<file path="config.mk">
export PLATFORM = sky130hd
export DESIGN_NAME = mfrc_top
export DESIGN_NICKNAME = d
export VERILOG_FILES = /design/src/hdl/mfrc_pkg.sv /design/src/hdl/mfrc_lfsr.sv /design/src/hdl/mfrc_backoff.sv /design/src/hdl/mfrc_top.sv
export VERILOG_INCLUDE_DIRS = /design/src /design/src/hdl
export SDC_FILE = /design/constraint.sdc
export NUM_CORES = 1
export LEC_CHECK = 0
export ABC_AREA = 1
export BUFFER_PORTS_ARGS = -buffer_cell sky130_fd_sc_hd__buf_4
export CAP_MARGIN = 40
export CORE_ASPECT_RATIO = 0.9
export CORE_MARGIN = 4
export CORE_UTILIZATION = 66
export CTS_CLUSTER_SIZE = 30
export DETAILED_ROUTE_END_ITERATION = 10
export PLACE_DENSITY_LB_ADDON = 0.05
export RECOVER_POWER = 100
export SYNTH_ARGS = -nofsm -noshare
export SYNTH_HDL_FRONTEND = slang
export SYNTH_SLANG_ARGS = --single-unit
</file>
<file path="constraint.sdc">
create_clock -name core_clk -period 8.8 [get_ports core_clk]
set_input_delay 0.88 -clock core_clk [delete_from_list [all_inputs] [get_ports core_clk]]
set_output_delay 0.88 -clock core_clk [all_outputs]
set_load 0.1 [all_outputs]
</file>
<file path="src/hdl/mfrc_defines.svh">
`ifndef MFRC_DEFINES_SVH
`define MFRC_DEFINES_SVH

// register offsets (byte addresses)
`define MFRC_ADDR_W 12
`define MFRC_OFF_CONTROL 12'h100
`define MFRC_OFF_ADDR_HI 12'h104
`define MFRC_OFF_ADDR_LO 12'h108
`define MFRC_OFF_HASH_HI 12'h10C
`define MFRC_OFF_HASH_LO 12'h110
`define MFRC_OFF_WAKEUP 12'h12C
`define MFRC_OFF_TX_STATUS 12'h200

// control and wakeup register field positions
`define MFRC_BIT_HASH_ONLY 15
`define MFRC_BIT_HASH_FILT 13
`define MFRC_BIT_LATE_RETRY 12
`define MFRC_BIT_BROADCAST_REJECT_REJ 11
`define MFRC_BIT_NO_RETRY 10
`define MFRC_BIT_PAD_STRIP 8
`define MFRC_BACKOFF_LIMIT_HI 7
`define MFRC_BACKOFF_LIMIT_LO 6
`define MFRC_BIT_WAKEUP_EN 2

// reset values
`define MFRC_CONTROL_RESET 32'h0000_0000
`define MFRC_STATION_RESET 48'h0000_0000_0000
`define MFRC_HASH_RESET 64'h0000_0000_0000_0000
`define MFRC_LFSR_SEED 20'h00001

// frame and retry figures
`define MFRC_MIN_LEN_FIELD 16'h002E
`define MFRC_MAX_ATTEMPTS 5'h10
`define MFRC_K_MAX 4'hA
`define MFRC_CAP_00 4'hA
`define MFRC_CAP_01 4'h8
`define MFRC_CAP_10 4'h4
`define MFRC_CAP_11 4'h1
`define MFRC_CRC_POLY 32'h04C1_1DB7
`define MFRC_CRC_INIT 32'hFFFF_FFFF

// timing
`define MFRC_CLK_PERIOD_NS 100
`define MFRC_BIT_TIME_NS 100
`define MFRC_SLOT_BITS 512
`define MFRC_SLOT_CYCLES ((`MFRC_SLOT_BITS * `MFRC_BIT_TIME_NS) / `MFRC_CLK_PERIOD_NS)

`endif

</file>
<file path="src/hdl/mfrc_pkg.sv">
package mfrc_pkg;

  typedef enum logic [1:0] {
    TX_IDLE,
    TX_ACTIVE,
    TX_BACKOFF
  } mfrc_tx_state_t;

  typedef struct packed {
    logic [19:0] q;
  } mfrc_lfsr_state_t;

  typedef struct packed {
    logic [15:0] slot_cnt;
    logic [9:0] count;
    logic busy;
    logic done;
  } mfrc_backoff_state_t;

  typedef struct packed {
    logic hash_only;
    logic hash_filt;
    logic late_retry;
    logic broadcast_reject_rej;
    logic no_retry;
    logic pad_strip;
    logic [1:0] bo_limit;
    logic wake_en;
    logic [47:0] station;
    logic [63:0] hash_tbl;
    logic [31:0] rdata;
    mfrc_tx_state_t tx_state;
    logic [4:0] retries;
    logic frame_late;
    logic rx_valid;
    logic rx_accept;
    logic rx_strip;
    logic rx_wake;
    logic tx_retry;
    logic tx_abandon;
    logic stat_valid;
    logic stat_late;
    logic stat_err;
    logic bo_busy;
  } mfrc_state_t;

endpackage : mfrc_pkg

</file>
<file path="src/hdl/mfrc_lfsr.sv">
`timescale 1ns/1ns
`default_nettype none
`include "mfrc_defines.svh"

module mfrc_lfsr (
  input wire logic core_clk, // block clock
  input wire logic reset_n, // async reset, active low
  output logic [19:0] lfsr_q // current register value
);
  import mfrc_pkg::*;

  mfrc_lfsr_state_t st_reg;
  mfrc_lfsr_state_t st_next;

  ////////////////////////////////////////////////////////////////////////////
  // free-running shift, taps 20 and 17
  always_comb begin
    st_next = st_reg;
    st_next.q = {st_reg.q[18:0], st_reg.q[19] ^ st_reg.q[16]};
  end

  // register the state
  always_ff @(posedge core_clk or negedge reset_n) begin
    if (!reset_n) begin
      st_reg.q <= `MFRC_LFSR_SEED;
    end else begin
      st_reg <= st_next;
    end
  end

  assign lfsr_q = st_reg.q;

endmodule : mfrc_lfsr
`default_nettype wire

</file>
<file path="src/hdl/mfrc_backoff.sv">
`timescale 1ns/1ns
`default_nettype none
`include "mfrc_defines.svh"

module mfrc_backoff #(
  parameter logic [15:0] SLOT_CYCLES = 16'(`MFRC_SLOT_CYCLES)
) (
  input wire logic core_clk, // block clock
  input wire logic reset_n, // async reset, active low
  input wire logic load, // start a countdown
  input wire logic [9:0] load_value, // slot times to wait
  output logic busy, // countdown running
  output logic done // one-cycle pulse at the end
);
  import mfrc_pkg::*;

  mfrc_backoff_state_t st_reg;
  mfrc_backoff_state_t st_next;

  ////////////////////////////////////////////////////////////////////////////
  // slot divider and countdown to zero
  always_comb begin
    st_next = st_reg;
    st_next.done = 1'b0;
    if (load) begin
      st_next.count = load_value;
      st_next.slot_cnt = 16'h0000;
      st_next.busy = 1'b1;
    end else if (st_reg.busy) begin
      if (st_reg.count == 10'h000) begin
        st_next.busy = 1'b0;
        st_next.done = 1'b1;
      end else if (st_reg.slot_cnt == SLOT_CYCLES - 16'h0001) begin
        st_next.slot_cnt = 16'h0000;
        st_next.count = st_reg.count - 10'h001;
      end else begin
        st_next.slot_cnt = st_reg.slot_cnt + 16'h0001;
      end
    end
  end

  // register the state
  always_ff @(posedge core_clk or negedge reset_n) begin
    if (!reset_n) begin
      st_reg <= '0;
    end else begin
      st_reg <= st_next;
    end
  end

  assign busy = st_reg.busy;
  assign done = st_reg.done;

endmodule : mfrc_backoff
`default_nettype wire

</file>
<file path="src/hdl/mfrc_top.sv">
// Strobed register access and the register addresses are this design's own decisions.
`timescale 1ns/1ns
`default_nettype none
`include "mfrc_defines.svh"

module mfrc_top #(
  parameter logic [15:0] SLOT_CYCLES = 16'(`MFRC_SLOT_CYCLES)
) (
  input wire logic core_clk, // block clock, 10 MHz
  input wire logic reset_n, // async reset, active low
  input wire logic [`MFRC_ADDR_W-1:0] reg_addr, // register byte address
  input wire logic [31:0] reg_wdata, // register write data
  input wire logic reg_wr, // write strobe
  input wire logic reg_rd, // read strobe
  output logic [31:0] reg_rdata, // read data, cycle after strobe
  input wire logic rx_dest_valid, // destination and length present
  input wire logic [47:0] rx_dest_addr, // destination, first octet in [7:0]
  input wire logic [15:0] rx_len_field, // received length field
  input wire logic rx_wakeup_match, // frame matches a wakeup filter
  output logic rx_filter_valid, // filter decision pulse
  output logic rx_accept, // frame passes to the application
  output logic rx_strip_pad_fcs, // remove pad and FCS
  output logic rx_wakeup_hit, // broadcast wakeup frame seen
  input wire logic tx_start, // first attempt of a new frame
  input wire logic tx_collision, // collision on current attempt
  input wire logic tx_collision_late, // collision was a late one
  input wire logic tx_done, // current frame sent
  output logic tx_retry, // start the next attempt
  output logic tx_abandon, // drop frame, go to next
  output logic tx_status_valid, // per-frame status pulse
  output logic tx_status_late, // late collision seen on frame
  output logic tx_status_retry_err, // retry error on frame
  output logic tx_backoff_busy // waiting out a backoff
);
  import mfrc_pkg::*;

  mfrc_state_t st_reg;
  mfrc_state_t st_next;
  logic [19:0] lfsr_q;
  logic bo_load;
  logic [9:0] bo_value;
  logic bo_busy;
  logic bo_done;

  ////////////////////////////////////////////////////////////////////////////
  // helper functions

  // smaller of two bit counts
  function automatic logic [3:0] mfrc_min4(input logic [3:0] a, input logic [3:0] b);
    mfrc_min4 = (a < b) ? a : b;
  endfunction : mfrc_min4

  // bit cap selected by the backoff-limit field
  function automatic logic [3:0] mfrc_cap(input logic [1:0] lim);
    case (lim)
      2'h0: mfrc_cap = `MFRC_CAP_00;
      2'h1: mfrc_cap = `MFRC_CAP_01;
      2'h2: mfrc_cap = `MFRC_CAP_10;
      default: mfrc_cap = `MFRC_CAP_11;
    endcase
  endfunction : mfrc_cap

  // mask of the low n bits
  // n may reach ten, so the shift runs one bit wider than the mask
  function automatic logic [9:0] mfrc_low_mask(input logic [3:0] n);
    logic [10:0] one_up;
    one_up = 11'h001 << n;
    mfrc_low_mask = 10'(one_up - 11'h001);
  endfunction : mfrc_low_mask

  // six-bit hash index from the frame crc of the destination
  // no final inversion: the index is the top six bits of the running crc
  function automatic logic [5:0] mfrc_hash6(input logic [47:0] d);
    logic [31:0] crc;
    logic fb;
    crc = `MFRC_CRC_INIT;
    fb = 1'b0;
    for (int i = 0; i < 48; i++) begin
      fb = crc[31] ^ d[i];
      crc = {crc[30:0], 1'b0};
      if (fb) begin
        crc = crc ^ `MFRC_CRC_POLY;
      end
    end
    mfrc_hash6 = crc[31:26];
  endfunction : mfrc_hash6

  ////////////////////////////////////////////////////////////////////////////
  // random source and slot-time countdown

  mfrc_lfsr u_lfsr (
    .core_clk(core_clk),
    .reset_n(reset_n),
    .lfsr_q(lfsr_q)
  );

  mfrc_backoff #(
    .SLOT_CYCLES(SLOT_CYCLES)
  ) u_backoff (
    .core_clk(core_clk),
    .reset_n(reset_n),
    .load(bo_load),
    .load_value(bo_value),
    .busy(bo_busy),
    .done(bo_done)
  );

  ////////////////////////////////////////////////////////////////////////////
  // next-state logic: registers, receive filter, transmit retry
  always_comb begin
    logic is_broadcast_reject;
    logic is_mcast;
    logic exact_hit;
    logic hash_hit;
    logic late_now;
    logic [4:0] tries;
    logic [3:0] k_val;
    logic [3:0] used;
    is_broadcast_reject = &rx_dest_addr;
    is_mcast = rx_dest_addr[0];
    exact_hit = (rx_dest_addr == st_reg.station);
    hash_hit = st_reg.hash_tbl[mfrc_hash6(rx_dest_addr)];
    late_now = st_reg.frame_late | tx_collision_late;
    tries = st_reg.retries + 5'h01;
    k_val = (tries > 5'(`MFRC_K_MAX)) ? `MFRC_K_MAX : tries[3:0];
    used = mfrc_min4(k_val, mfrc_cap(st_reg.bo_limit));
    // a zero draw still runs the countdown, so every retry takes the same path
    bo_value = lfsr_q[9:0] & mfrc_low_mask(used);
    bo_load = 1'b0;

    st_next = st_reg;
    st_next.rdata = 32'h0000_0000;
    st_next.rx_valid = 1'b0;
    st_next.tx_retry = 1'b0;
    st_next.tx_abandon = 1'b0;
    st_next.stat_valid = 1'b0;
    st_next.bo_busy = bo_busy;

    // register writes
    if (reg_wr) begin
      case (reg_addr)
        `MFRC_OFF_CONTROL: begin
          st_next.hash_only = reg_wdata[`MFRC_BIT_HASH_ONLY];
          st_next.hash_filt = reg_wdata[`MFRC_BIT_HASH_FILT];
          st_next.late_retry = reg_wdata[`MFRC_BIT_LATE_RETRY];
          st_next.broadcast_reject_rej = reg_wdata[`MFRC_BIT_BROADCAST_REJECT_REJ];
          st_next.no_retry = reg_wdata[`MFRC_BIT_NO_RETRY];
          st_next.pad_strip = reg_wdata[`MFRC_BIT_PAD_STRIP];
          st_next.bo_limit = reg_wdata[`MFRC_BACKOFF_LIMIT_HI:`MFRC_BACKOFF_LIMIT_LO];
        end
        `MFRC_OFF_ADDR_HI: st_next.station[47:32] = reg_wdata[15:0];
        `MFRC_OFF_ADDR_LO: st_next.station[31:0] = reg_wdata;
        `MFRC_OFF_HASH_HI: st_next.hash_tbl[63:32] = reg_wdata;
        `MFRC_OFF_HASH_LO: st_next.hash_tbl[31:0] = reg_wdata;
        `MFRC_OFF_WAKEUP: st_next.wake_en = reg_wdata[`MFRC_BIT_WAKEUP_EN];
        default: st_next.wake_en = st_reg.wake_en;
      endcase
    end

    // register reads, unmapped and reserved bits read zero
    if (reg_rd) begin
      case (reg_addr)
        `MFRC_OFF_CONTROL: begin
          st_next.rdata[`MFRC_BIT_HASH_ONLY] = st_reg.hash_only;
          st_next.rdata[`MFRC_BIT_HASH_FILT] = st_reg.hash_filt;
          st_next.rdata[`MFRC_BIT_LATE_RETRY] = st_reg.late_retry;
          st_next.rdata[`MFRC_BIT_BROADCAST_REJECT_REJ] = st_reg.broadcast_reject_rej;
          st_next.rdata[`MFRC_BIT_NO_RETRY] = st_reg.no_retry;
          st_next.rdata[`MFRC_BIT_PAD_STRIP] = st_reg.pad_strip;
          st_next.rdata[`MFRC_BACKOFF_LIMIT_HI:`MFRC_BACKOFF_LIMIT_LO] = st_reg.bo_limit;
        end
        `MFRC_OFF_ADDR_HI: st_next.rdata[15:0] = st_reg.station[47:32];
        `MFRC_OFF_ADDR_LO: st_next.rdata = st_reg.station[31:0];
        `MFRC_OFF_HASH_HI: st_next.rdata = st_reg.hash_tbl[63:32];
        `MFRC_OFF_HASH_LO: st_next.rdata = st_reg.hash_tbl[31:0];
        `MFRC_OFF_WAKEUP: st_next.rdata[`MFRC_BIT_WAKEUP_EN] = st_reg.wake_en;
        // status word: retries, attempt state, countdown and last frame flags
        `MFRC_OFF_TX_STATUS: begin
          st_next.rdata[12:8] = st_reg.retries;
          st_next.rdata[5:4] = st_reg.tx_state;
          st_next.rdata[2] = bo_busy;
          st_next.rdata[1] = st_reg.stat_late;
          st_next.rdata[0] = st_reg.stat_err;
        end
        default: st_next.rdata = 32'h0000_0000;
      endcase
    end

    // receive address filter and strip decision
    // broadcast is decided first, so neither filter mode can hide it
    if (rx_dest_valid) begin
      st_next.rx_valid = 1'b1;
      st_next.rx_wake = is_broadcast_reject & st_reg.wake_en & rx_wakeup_match;
      if (is_broadcast_reject) begin
        st_next.rx_accept = ~st_reg.broadcast_reject_rej | (st_reg.wake_en & rx_wakeup_match);
      end else if (is_mcast) begin
        st_next.rx_accept = st_reg.hash_filt ? hash_hit : exact_hit;
      end else if (st_reg.hash_filt & st_reg.hash_only) begin
        st_next.rx_accept = hash_hit;
      end else begin
        st_next.rx_accept = exact_hit;
      end
      // strip only short frames, otherwise pass untouched
      st_next.rx_strip = st_reg.pad_strip & (rx_len_field < `MFRC_MIN_LEN_FIELD);
    end

    // transmit attempt sequencing
    // collisions and completions are taken only while an attempt is active
    case (st_reg.tx_state)
      TX_IDLE: begin
        if (tx_start) begin
          st_next.tx_state = TX_ACTIVE;
          st_next.retries = 5'h00;
          st_next.frame_late = 1'b0;
        end
      end
      TX_ACTIVE: begin
        if (tx_done) begin
          st_next.stat_valid = 1'b1;
          st_next.stat_late = st_reg.frame_late;
          st_next.stat_err = 1'b0;
          st_next.tx_state = TX_IDLE;
        end else if (tx_collision) begin
          st_next.frame_late = late_now;
          if (tx_collision_late & ~st_reg.late_retry) begin
            st_next.tx_abandon = 1'b1;
            st_next.stat_valid = 1'b1;
            st_next.stat_late = 1'b1;
            // a single-attempt frame still owes its retry error here
            st_next.stat_err = st_reg.no_retry;
            st_next.tx_state = TX_IDLE;
          end else if (st_reg.no_retry | (tries == `MFRC_MAX_ATTEMPTS)) begin
            st_next.tx_abandon = 1'b1;
            st_next.stat_valid = 1'b1;
            st_next.stat_late = late_now;
            st_next.stat_err = 1'b1;
            st_next.tx_state = TX_IDLE;
          end else begin
            st_next.retries = tries;
            bo_load = 1'b1;
            st_next.tx_state = TX_BACKOFF;
          end
        end
      end
      TX_BACKOFF: begin
        // countdown reached zero: retry the frame
        if (bo_done) begin
          st_next.tx_retry = 1'b1;
          st_next.tx_state = TX_ACTIVE;
        end
      end
      default: st_next.tx_state = TX_IDLE;
    endcase
  end

  ////////////////////////////////////////////////////////////////////////////
  // state register, all control bits clear at reset
  always_ff @(posedge core_clk or negedge reset_n) begin
    if (!reset_n) begin
      // the struct clear covers every control bit and the backoff limit
      st_reg <= '0;
      st_reg.station <= `MFRC_STATION_RESET;
      st_reg.hash_tbl <= `MFRC_HASH_RESET;
      st_reg.tx_state <= TX_IDLE;
    end else begin
      st_reg <= st_next;
    end
  end

  ////////////////////////////////////////////////////////////////////////////
  // outputs straight from the state register
  assign reg_rdata = st_reg.rdata;
  assign rx_filter_valid = st_reg.rx_valid;
  assign rx_accept = st_reg.rx_accept;
  assign rx_strip_pad_fcs = st_reg.rx_strip;
  assign rx_wakeup_hit = st_reg.rx_wake;
  assign tx_retry = st_reg.tx_retry;
  assign tx_abandon = st_reg.tx_abandon;
  assign tx_status_valid = st_reg.stat_valid;
  assign tx_status_late = st_reg.stat_late;
  assign tx_status_retry_err = st_reg.stat_err;
  // registered copy, so it trails the countdown by one cycle
  assign tx_backoff_busy = st_reg.bo_busy;

endmodule : mfrc_top
`default_nettype wire

</file>
; ---- Yosys cells after proc, flatten, opt, wreduce, memory -nomap -nowiden
; Index checks and enable logic that the tools add are counted.
[word_totals]
input_bits = 118
output_inout_bits = 42
register_bits = 219
[op_classes]
bitwise_logic = 107
muxes = 102
add_sub_neg = 4
eq_ne = 22
n_shift = 1
reduce_logical = 21
order_cmp = 4
[op_table]
columns = operator, n
row1 = 2-to-1 mux 27 bit, 49
row2 = NOT 14 bit, 47
row3 = equality test 12 x 9 -> 1 bit (second input constant), 6
row4 = equality test 48 bit, 1
row5 = case mux 16 bit (3 select lines), 1
row6 = AND reduction 48 bit, 1
row7 = bitwise XOR 1 bit, 43
row8 = 2-to-1 mux 32 bit, 1
row9 = case mux 2 bit (5 select lines), 3
row10 = 2-to-1 mux 28 bit, 1
row11 = 2-to-1 mux 4 bit, 7
row12 = 2-to-1 mux 26 bit, 1
row13 = subtractor 10 x 1 -> 10 bit (second input constant), 2
row14 = case mux 3 bit (6 select lines), 1
row15 = adder 16 x 1 -> 16 bit (second input constant), 1
row16 = equality test 16 x 9 -> 1 bit (second input constant), 1
row17 = < comparator 16 x 6 -> 1 bit (second input constant), 1
row18 = 2-to-1 mux 16 bit, 1
row19 = 2-to-1 mux 8 bit, 2
row20 = case mux 1 bit (5 select lines), 3
row21 = 2-to-1 mux 1 bit, 14
row22 = AND reduction 2 bit, 7
row23 = equality test 12 x 10 -> 1 bit (second input constant), 1
row24 = inequality test 2 bit (second input constant), 6
row25 = other kinds (33), 60

; ---- Longest topological paths before layout
[logic_depth]
word_depth = 101
mapped_depth = 47
ltp_nobuf = 44

; ---- By module
; From an unflattened synthesis, not the netlist that was laid out.
[hier_totals]
cells_unflattened = 2634
area_unflattened_um2 = 17495.5
[by_module_without_submodules]
columns = mod, instances, cells_per_inst, seq_area_each_um2, area_per_inst_um2
row1 = mfrc_top, 1, 2321, 4279.1, 14950.6
row2 = mfrc_backoff, 1, 269, 700.7, 1881.8
row3 = mfrc_lfsr, 1, 44, 501.7, 663.1

; ---- Least setup slack after synthesis
; No wires, ideal clock.
[synth_timing]
path_type = input-to-reg
from = input port rx_dest_addr[0]
to = register st_reg, in the netlist rx_accept
n_path_buf = 2
required_time_ps = 8677
arrival_time_ps = 4509
path_slack_ps = 4168
cell_stages = 41
cell_sequence = ha_1 > buf_2 > inv_2 > nand2_1 > nand2_1 > nand2_1 > nand2_2 > nand2_2 > nand2_2 > nand3_1 > nand2_2 > nand2_2 > nand2_2 > nand2_2 > nand2_4 > inv_2 > nand3_1 > nand2_1 > [... 5 more ...] > nand3_1 > nand2_1 > nand2_1 > nand2_2 > nor2_1 > nor2_2 > nand2_4 > nand2_8 > buf_4 > nand2_1 > nand3_1 > nand3_1 > nand3_1 > nand3_1 > nand3_1 > nand3_1 > nand2_1 > a21oi_2
[synth_via]
elab_chain_len = 67
elab_cells_between_ends = 138
cone_classes = 1 x eq/ne / 54 x mux / 82 x bitwise / 1 x reduce/logical
[synth_lines]
columns = item, line
row1 = "start, declared", mfrc_top.sv:17  ; input wire logic [47:0] rx_dest_addr,
row2 = 2-to-1 mux 27 bit, mfrc_top.sv:81  ; if (fb) begin
row3 = NOT 14 bit (no source line), -
row4 = 2-to-1 mux 27 bit, mfrc_top.sv:81
row5 = 2-to-1 mux 27 bit / NOT 14 bit (equally long branches) (2 in series), -
row6 = 2-to-1 mux 27 bit, mfrc_top.sv:81
row7 = NOT 14 bit (no source line) / 2-to-1 mux 27 bit (equally long branches), -
row8 = 2-to-1 mux 27 bit, mfrc_top.sv:81
row9 = 2-to-1 mux 27 bit / NOT 14 bit (equally long branches) (2 in series), -
row10 = [... 47 more ...], -
row11 = 2-to-1 mux 27 bit (3 in series), mfrc_top.sv:81
row12 = NOT 14 bit (no source line), -
row13 = 2-to-1 mux 27 bit, mfrc_top.sv:81
row14 = binary-select mux 1 bit (select 6 bit), mfrc_top.sv:122  ; hash_hit = st_reg.hash_tbl[mfrc_hash6(rx_dest_addr)];
row15 = 2-to-1 mux 1 bit (implied by the code), mfrc_top.sv:122
row16 = 2-to-1 mux 1 bit (on tied branches), "mfrc_top.sv:198, mfrc_top.sv:197"
row17 = 2-to-1 mux 1 bit, mfrc_top.sv:196  ; end else if (is_mcast) begin
row18 = 2-to-1 mux 1 bit *, mfrc_top.sv:194  ; if (is_broadcast_reject) begin
row19 = "end signal, assigned", mfrc_top.sv:266  ; st_reg <= st_next;
row20 = "end, declared", mfrc_top.sv:37  ; mfrc_state_t st_reg;
; Mark *: on every way between the ends. The rest lies on a longest branch, timed or not. The select of a mux whose other input is x is not followed.
; A chain may end at the register's enable or synchronous reset.

; ---- Worst setup path after layout
; Same ends and word-level chain as after synthesis.

==> run_summary.xml <==
<?xml version="1.0" encoding="UTF-8"?>
<metrics>
  <group name="outcome">
    <metric name="result_of_the_run" unit="">finished with violations</metric>
    <metric name="violations_in_the_final_reports" unit="">max-capacitance violations, max-slew violations</metric>
  </group>
  <group name="placed_design">
    <metric name="io_buffer_count" unit="">158</metric>
    <metric name="final_gp_congestion" unit="">1.020</metric>
    <metric name="place_hpwl" unit="um">42850</metric>
  </group>
  <group name="finish">
    <metric name="nFillCells" unit="">2029</metric>
    <metric name="max_reg_flops" unit="">129</metric>
    <metric name="layout.nets" unit="">2725</metric>
    <metric name="final_common_cell" unit="">sky130_fd_sc_hd__nand2_1</metric>
    <metric name="most_frequent_cells_in_the_layout" unit="">sky130_fd_sc_hd__nand2_1, sky130_fd_sc_hd__inv_1, sky130_fd_sc_hd__nand3_1</metric>
    <metric name="proportion_of_layout_cells_with_a_drive_suffix_above_1" unit="%">10.69</metric>
    <metric name="synthToLayoutAreaGrowth" unit="%">9.992</metric>
  </group>
  <group name="worst_setup_path">
    <metric name="reg2reg_from" unit="">st_reg[11]</metric>
    <metric name="worst_setup_start_kind" unit="">input pin</metric>
    <metric name="reg2reg_setup_slack" unit="ns">3.86</metric>
    <metric name="critical_path_peak_fanout" unit="">37</metric>
    <metric name="cpLargestDelayFamily" unit="">simple AND/OR/NAND/NOR gates</metric>
    <metric name="slowest_stage_cell_on_the_critical_path" unit="">sky130_fd_sc_hd__nand2_1</metric>
    <metric name="crit_path_end_kind" unit="">flop</metric>
    <metric name="worst_setup_path_class" unit="">in2reg</metric>
    <metric name="worst_path_most_repeated_cell" unit="">sky130_fd_sc_hd__nand2_1</metric>
    <metric name="critical_path_required" unit="ns">9.19</metric>
    <metric name="worstRegToRegCells" unit="">17</metric>
    <metric name="r2r-end" unit="">u_backoff.st_reg[9]</metric>
    <metric name="slowest_cell_delay_on_critical_path" unit="ns">0.53</metric>
    <metric name="path_buf_inv" unit="">3</metric>
    <metric name="worstPathArrival" unit="ns">6.66</metric>
  </group>
  <group name="timing">
    <metric name="skew" unit="ns">0.01096</metric>
    <metric name="slew_at_the_pin_closest_to_its_max_slew_limit" unit="ns">3.250</metric>
    <metric name="maxSlewViolCount" unit="">266</metric>
    <metric name="timing.final.crit_period" unit="ns">6.265</metric>
    <metric name="setup_viol" unit="">0</metric>
    <metric name="total_negative_slack" unit="ns">0</metric>
    <metric name="period_share" unit="%">71.19</metric>
    <metric name="clock.fmax" unit="GHz">0.1596</metric>
    <metric name="hold_viol_final" unit="">0</metric>
    <metric name="maxSlewHeadroom" unit="%">-116.6</metric>
    <metric name="setup_repair_after_global_routing_missed_its_margin" unit="">no</metric>
  </group>
  <group name="logic_synthesis">
    <metric name="post_synthesis_cells" unit="">2490</metric>
    <metric name="main_combinational_cell_family_by_area_after_synthesis" unit="">simple AND/OR/NAND/NOR gates</metric>
    <metric name="synth.cell_area" unit="mm2">0.01663</metric>
    <metric name="synth_top_flop_cell" unit="">sky130_fd_sc_hd__dfrtp_1</metric>
    <metric name="postSynthRegisterBits" unit="">219</metric>
    <metric name="synth_fp_nets" unit="">2620</metric>
    <metric name="synth-compound-area-share" unit="%">9.579</metric>
    <metric name="adder_cell_area_share_of_the_yosys_netlist" unit="%">0.9029</metric>
    <metric name="synth_xor_area_share" unit="%">8.548</metric>
    <metric name="yosys.area_share.simple" unit="%">37.47</metric>
    <metric name="netlist-cell-type-count" unit="">59</metric>
    <metric name="synth_seq_area_share" unit="%">32.96</metric>
    <metric name="synth_top_cell_area_share" unit="%">32.81</metric>
    <metric name="synth.yosys.warnings" unit="">0</metric>
    <metric name="avgSynthCellArea" unit="um2">6.678</metric>
    <metric name="number_of_synthesized_flops_with_an_enable_pin" unit="">0</metric>
    <metric name="postSynth.asyncResetShare" unit="%">100.0</metric>
    <metric name="netlist_top_cells_area" unit="">sky130_fd_sc_hd__dfrtp_1, sky130_fd_sc_hd__nand2_1, sky130_fd_sc_hd__nand3_1</metric>
    <metric name="synth.largest_area_cell" unit="">sky130_fd_sc_hd__dfrtp_1</metric>
    <metric name="synth_mux_area_share" unit="%">0.06772</metric>
  </group>
  <group name="grt">
    <metric name="grt_max_degree" unit="">136</metric>
    <metric name="grt_pass1_wl" unit="um">87020</metric>
    <metric name="grt_pass1_vias" unit="">16432</metric>
    <metric name="track_usage" unit="%">39.72</metric>
    <metric name="grt_overflow_total" unit="">0</metric>
    <metric name="grt_antenna_before_repair" unit="">0</metric>
  </group>
  <group name="die">
    <metric name="floorplan.die.width" unit="um">175.3</metric>
    <metric name="die_height" unit="um">158.6</metric>
    <metric name="design.die.area" unit="mm2">0.02780</metric>
    <metric name="floorplan.rows" unit="">54</metric>
    <metric name="start_util" unit="%">67.80</metric>
    <metric name="design.portCount" unit="">160</metric>
    <metric name="core_box_area" unit="mm2">0.02453</metric>
  </group>
  <group name="clocking">
    <metric name="cts.root.buffer_cell" unit="">sky130_fd_sc_hd__clkbuf_16</metric>
    <metric name="number_of_cts_inserted_buffers" unit="">21</metric>
    <metric name="clock_insertion_delay_worst_skew" unit="ns">0.51</metric>
    <metric name="reg_clk_slew_reported_paths" unit="ns">0.06</metric>
    <metric name="post_cts.repair.setup_buffers" unit="">0</metric>
    <metric name="cts.sink_count" unit="">219</metric>
    <metric name="post_cts_resize_count" unit="">0</metric>
    <metric name="cts-hold-fix-buffers" unit="">0</metric>
    <metric name="cts_tree" unit="">done</metric>
    <metric name="htreeDepth" unit="">1</metric>
    <metric name="cts_buffer_depth" unit="">3</metric>
  </group>
  <group name="drt">
    <metric name="route.final.wire_length" unit="um">56580</metric>
    <metric name="drt_first_pass_iters" unit="">7</metric>
    <metric name="avgRoutedWirePerCell" unit="um">19.20</metric>
    <metric name="post-route-drc-count" unit="">0</metric>
    <metric name="detail_route.iter0.violations" unit="">2570</metric>
    <metric name="vias_per_cell" unit="">6.069</metric>
    <metric name="drt.antenna.violating_nets" unit="">0</metric>
    <metric name="via_count" unit="">17886</metric>
  </group>
  <group name="hold_path">
    <metric name="worstHoldPathCells" unit="">0</metric>
    <metric name="hold_path.startpoint" unit="">u_lfsr.lfsr_q[15]</metric>
    <metric name="worstHoldEndpoint" unit="">u_lfsr.lfsr_q[16]</metric>
    <metric name="min-delay-path-class" unit="">reg2reg</metric>
  </group>
  <group name="flow_run">
    <metric name="drv.max_cap_violation_count" unit="">6</metric>
  </group>
</metrics>
## through the flow
step | util (%) | cell area, um2 | hold WS (ns) | setup slack [ns] | cells
floorplan | - | 16630 | 0.3312 | 4.168 | 2490
global placement | 72.62 | 17810 | 0.3348 | 2.641 | 2904
detailed placement | 72.98 | 17900 | 0.3373 | 2.557 | 2908
CTS | 75.73 | 18570 | 0.3473 | 3.017 | 2946
global route | 74.56 | 18290 | 0.3599 | 2.039 | 2946
finish | 74.57 | 18290 | 0.3480 | 2.535 | 2947
## Yosys cell counts (5+ instances only)
master / n
sky130_fd_sc_hd__nand2_1: 868
sky130_fd_sc_hd__inv_1: 303
sky130_fd_sc_hd__nand3_1: 283
sky130_fd_sc_hd__dfrtp_1: 218
sky130_fd_sc_hd__o21ai_0: 149
sky130_fd_sc_hd__xor2_1: 91
sky130_fd_sc_hd__nand2_2: 72
sky130_fd_sc_hd__nor2_1: 68
sky130_fd_sc_hd__xnor2_1: 62
sky130_fd_sc_hd__a21oi_1: 46
sky130_fd_sc_hd__buf_4: 41
sky130_fd_sc_hd__clkbuf_1: 38
sky130_fd_sc_hd__nand4_1: 29
sky130_fd_sc_hd__nor3_1: 23
sky130_fd_sc_hd__o22ai_1: 22
sky130_fd_sc_hd__inv_2: 19
sky130_fd_sc_hd__nand2_4: 18
sky130_fd_sc_hd__nor4_1: 13
sky130_fd_sc_hd__a31oi_1: 12
sky130_fd_sc_hd__ha_1: 12
sky130_fd_sc_hd__o221ai_1: 12
sky130_fd_sc_hd__nand3b_1: 7
sky130_fd_sc_hd__o211ai_1: 7
sky130_fd_sc_hd__a221oi_1: 6
sky130_fd_sc_hd__buf_2: 6
sky130_fd_sc_hd__or2_2: 6
sky130_fd_sc_hd__nand3_2: 5
## metal layers
metal / share of wire [%] / global-route usage, %
met3: 15 / 10.87
met2: 42 / 59.39
met1: 39 / 56.20
met4: 3.9 / 13.91
met5: 0 / 0
## cell families (layout without fill, tap and decap cells)
kind of cell / count (synthesis) / after routing
compound gates: 279 / 279
buf+inv: 415 / 535
other cells: 0 / 1
mux: 1 / 1
simple gates: 1406 / 1406
fa+ha+maj: 12 / 12
flops: 219 / 219
xor+xnor: 158 / 158
## area by class of cell
cell class / instances / area, um2 / area share (%)
multi-input cells: 1856 / 9412 / 51.46
flip-flops and latches: 219 / 5482 / 29.97
inverters: 327 / 1230 / 6.725
repair buffers: 170 / 1070 / 5.849
clock buffers: 34 / 644.4 / 3.523
well taps: 336 / 420.4 / 2.299
clock inverters: 4 / 30.03 / 0.1642
diodes: 1 / 2.502 / 0.01368
## how the worst max path moves through the flow
stage	start	end	slack [ns]	depth (start not counted)
after global routing	rx_dest_addr[0]	rx_accept	2.04	41
after global placement	rx_dest_addr[0]	rx_accept	2.64	42
after detailed placement	rx_dest_addr[0]	rx_accept	2.56	42
after CTS	rx_dest_addr[0]	rx_accept	3.02	40
after floorplan	rx_dest_addr[0]	rx_accept	4.17	41
final	rx_dest_addr[0]	rx_accept	2.54	39
Power is left out: the tool's default activity adds up to more than one toggle a clock period on the data nets, which glitch-free logic cannot reach.
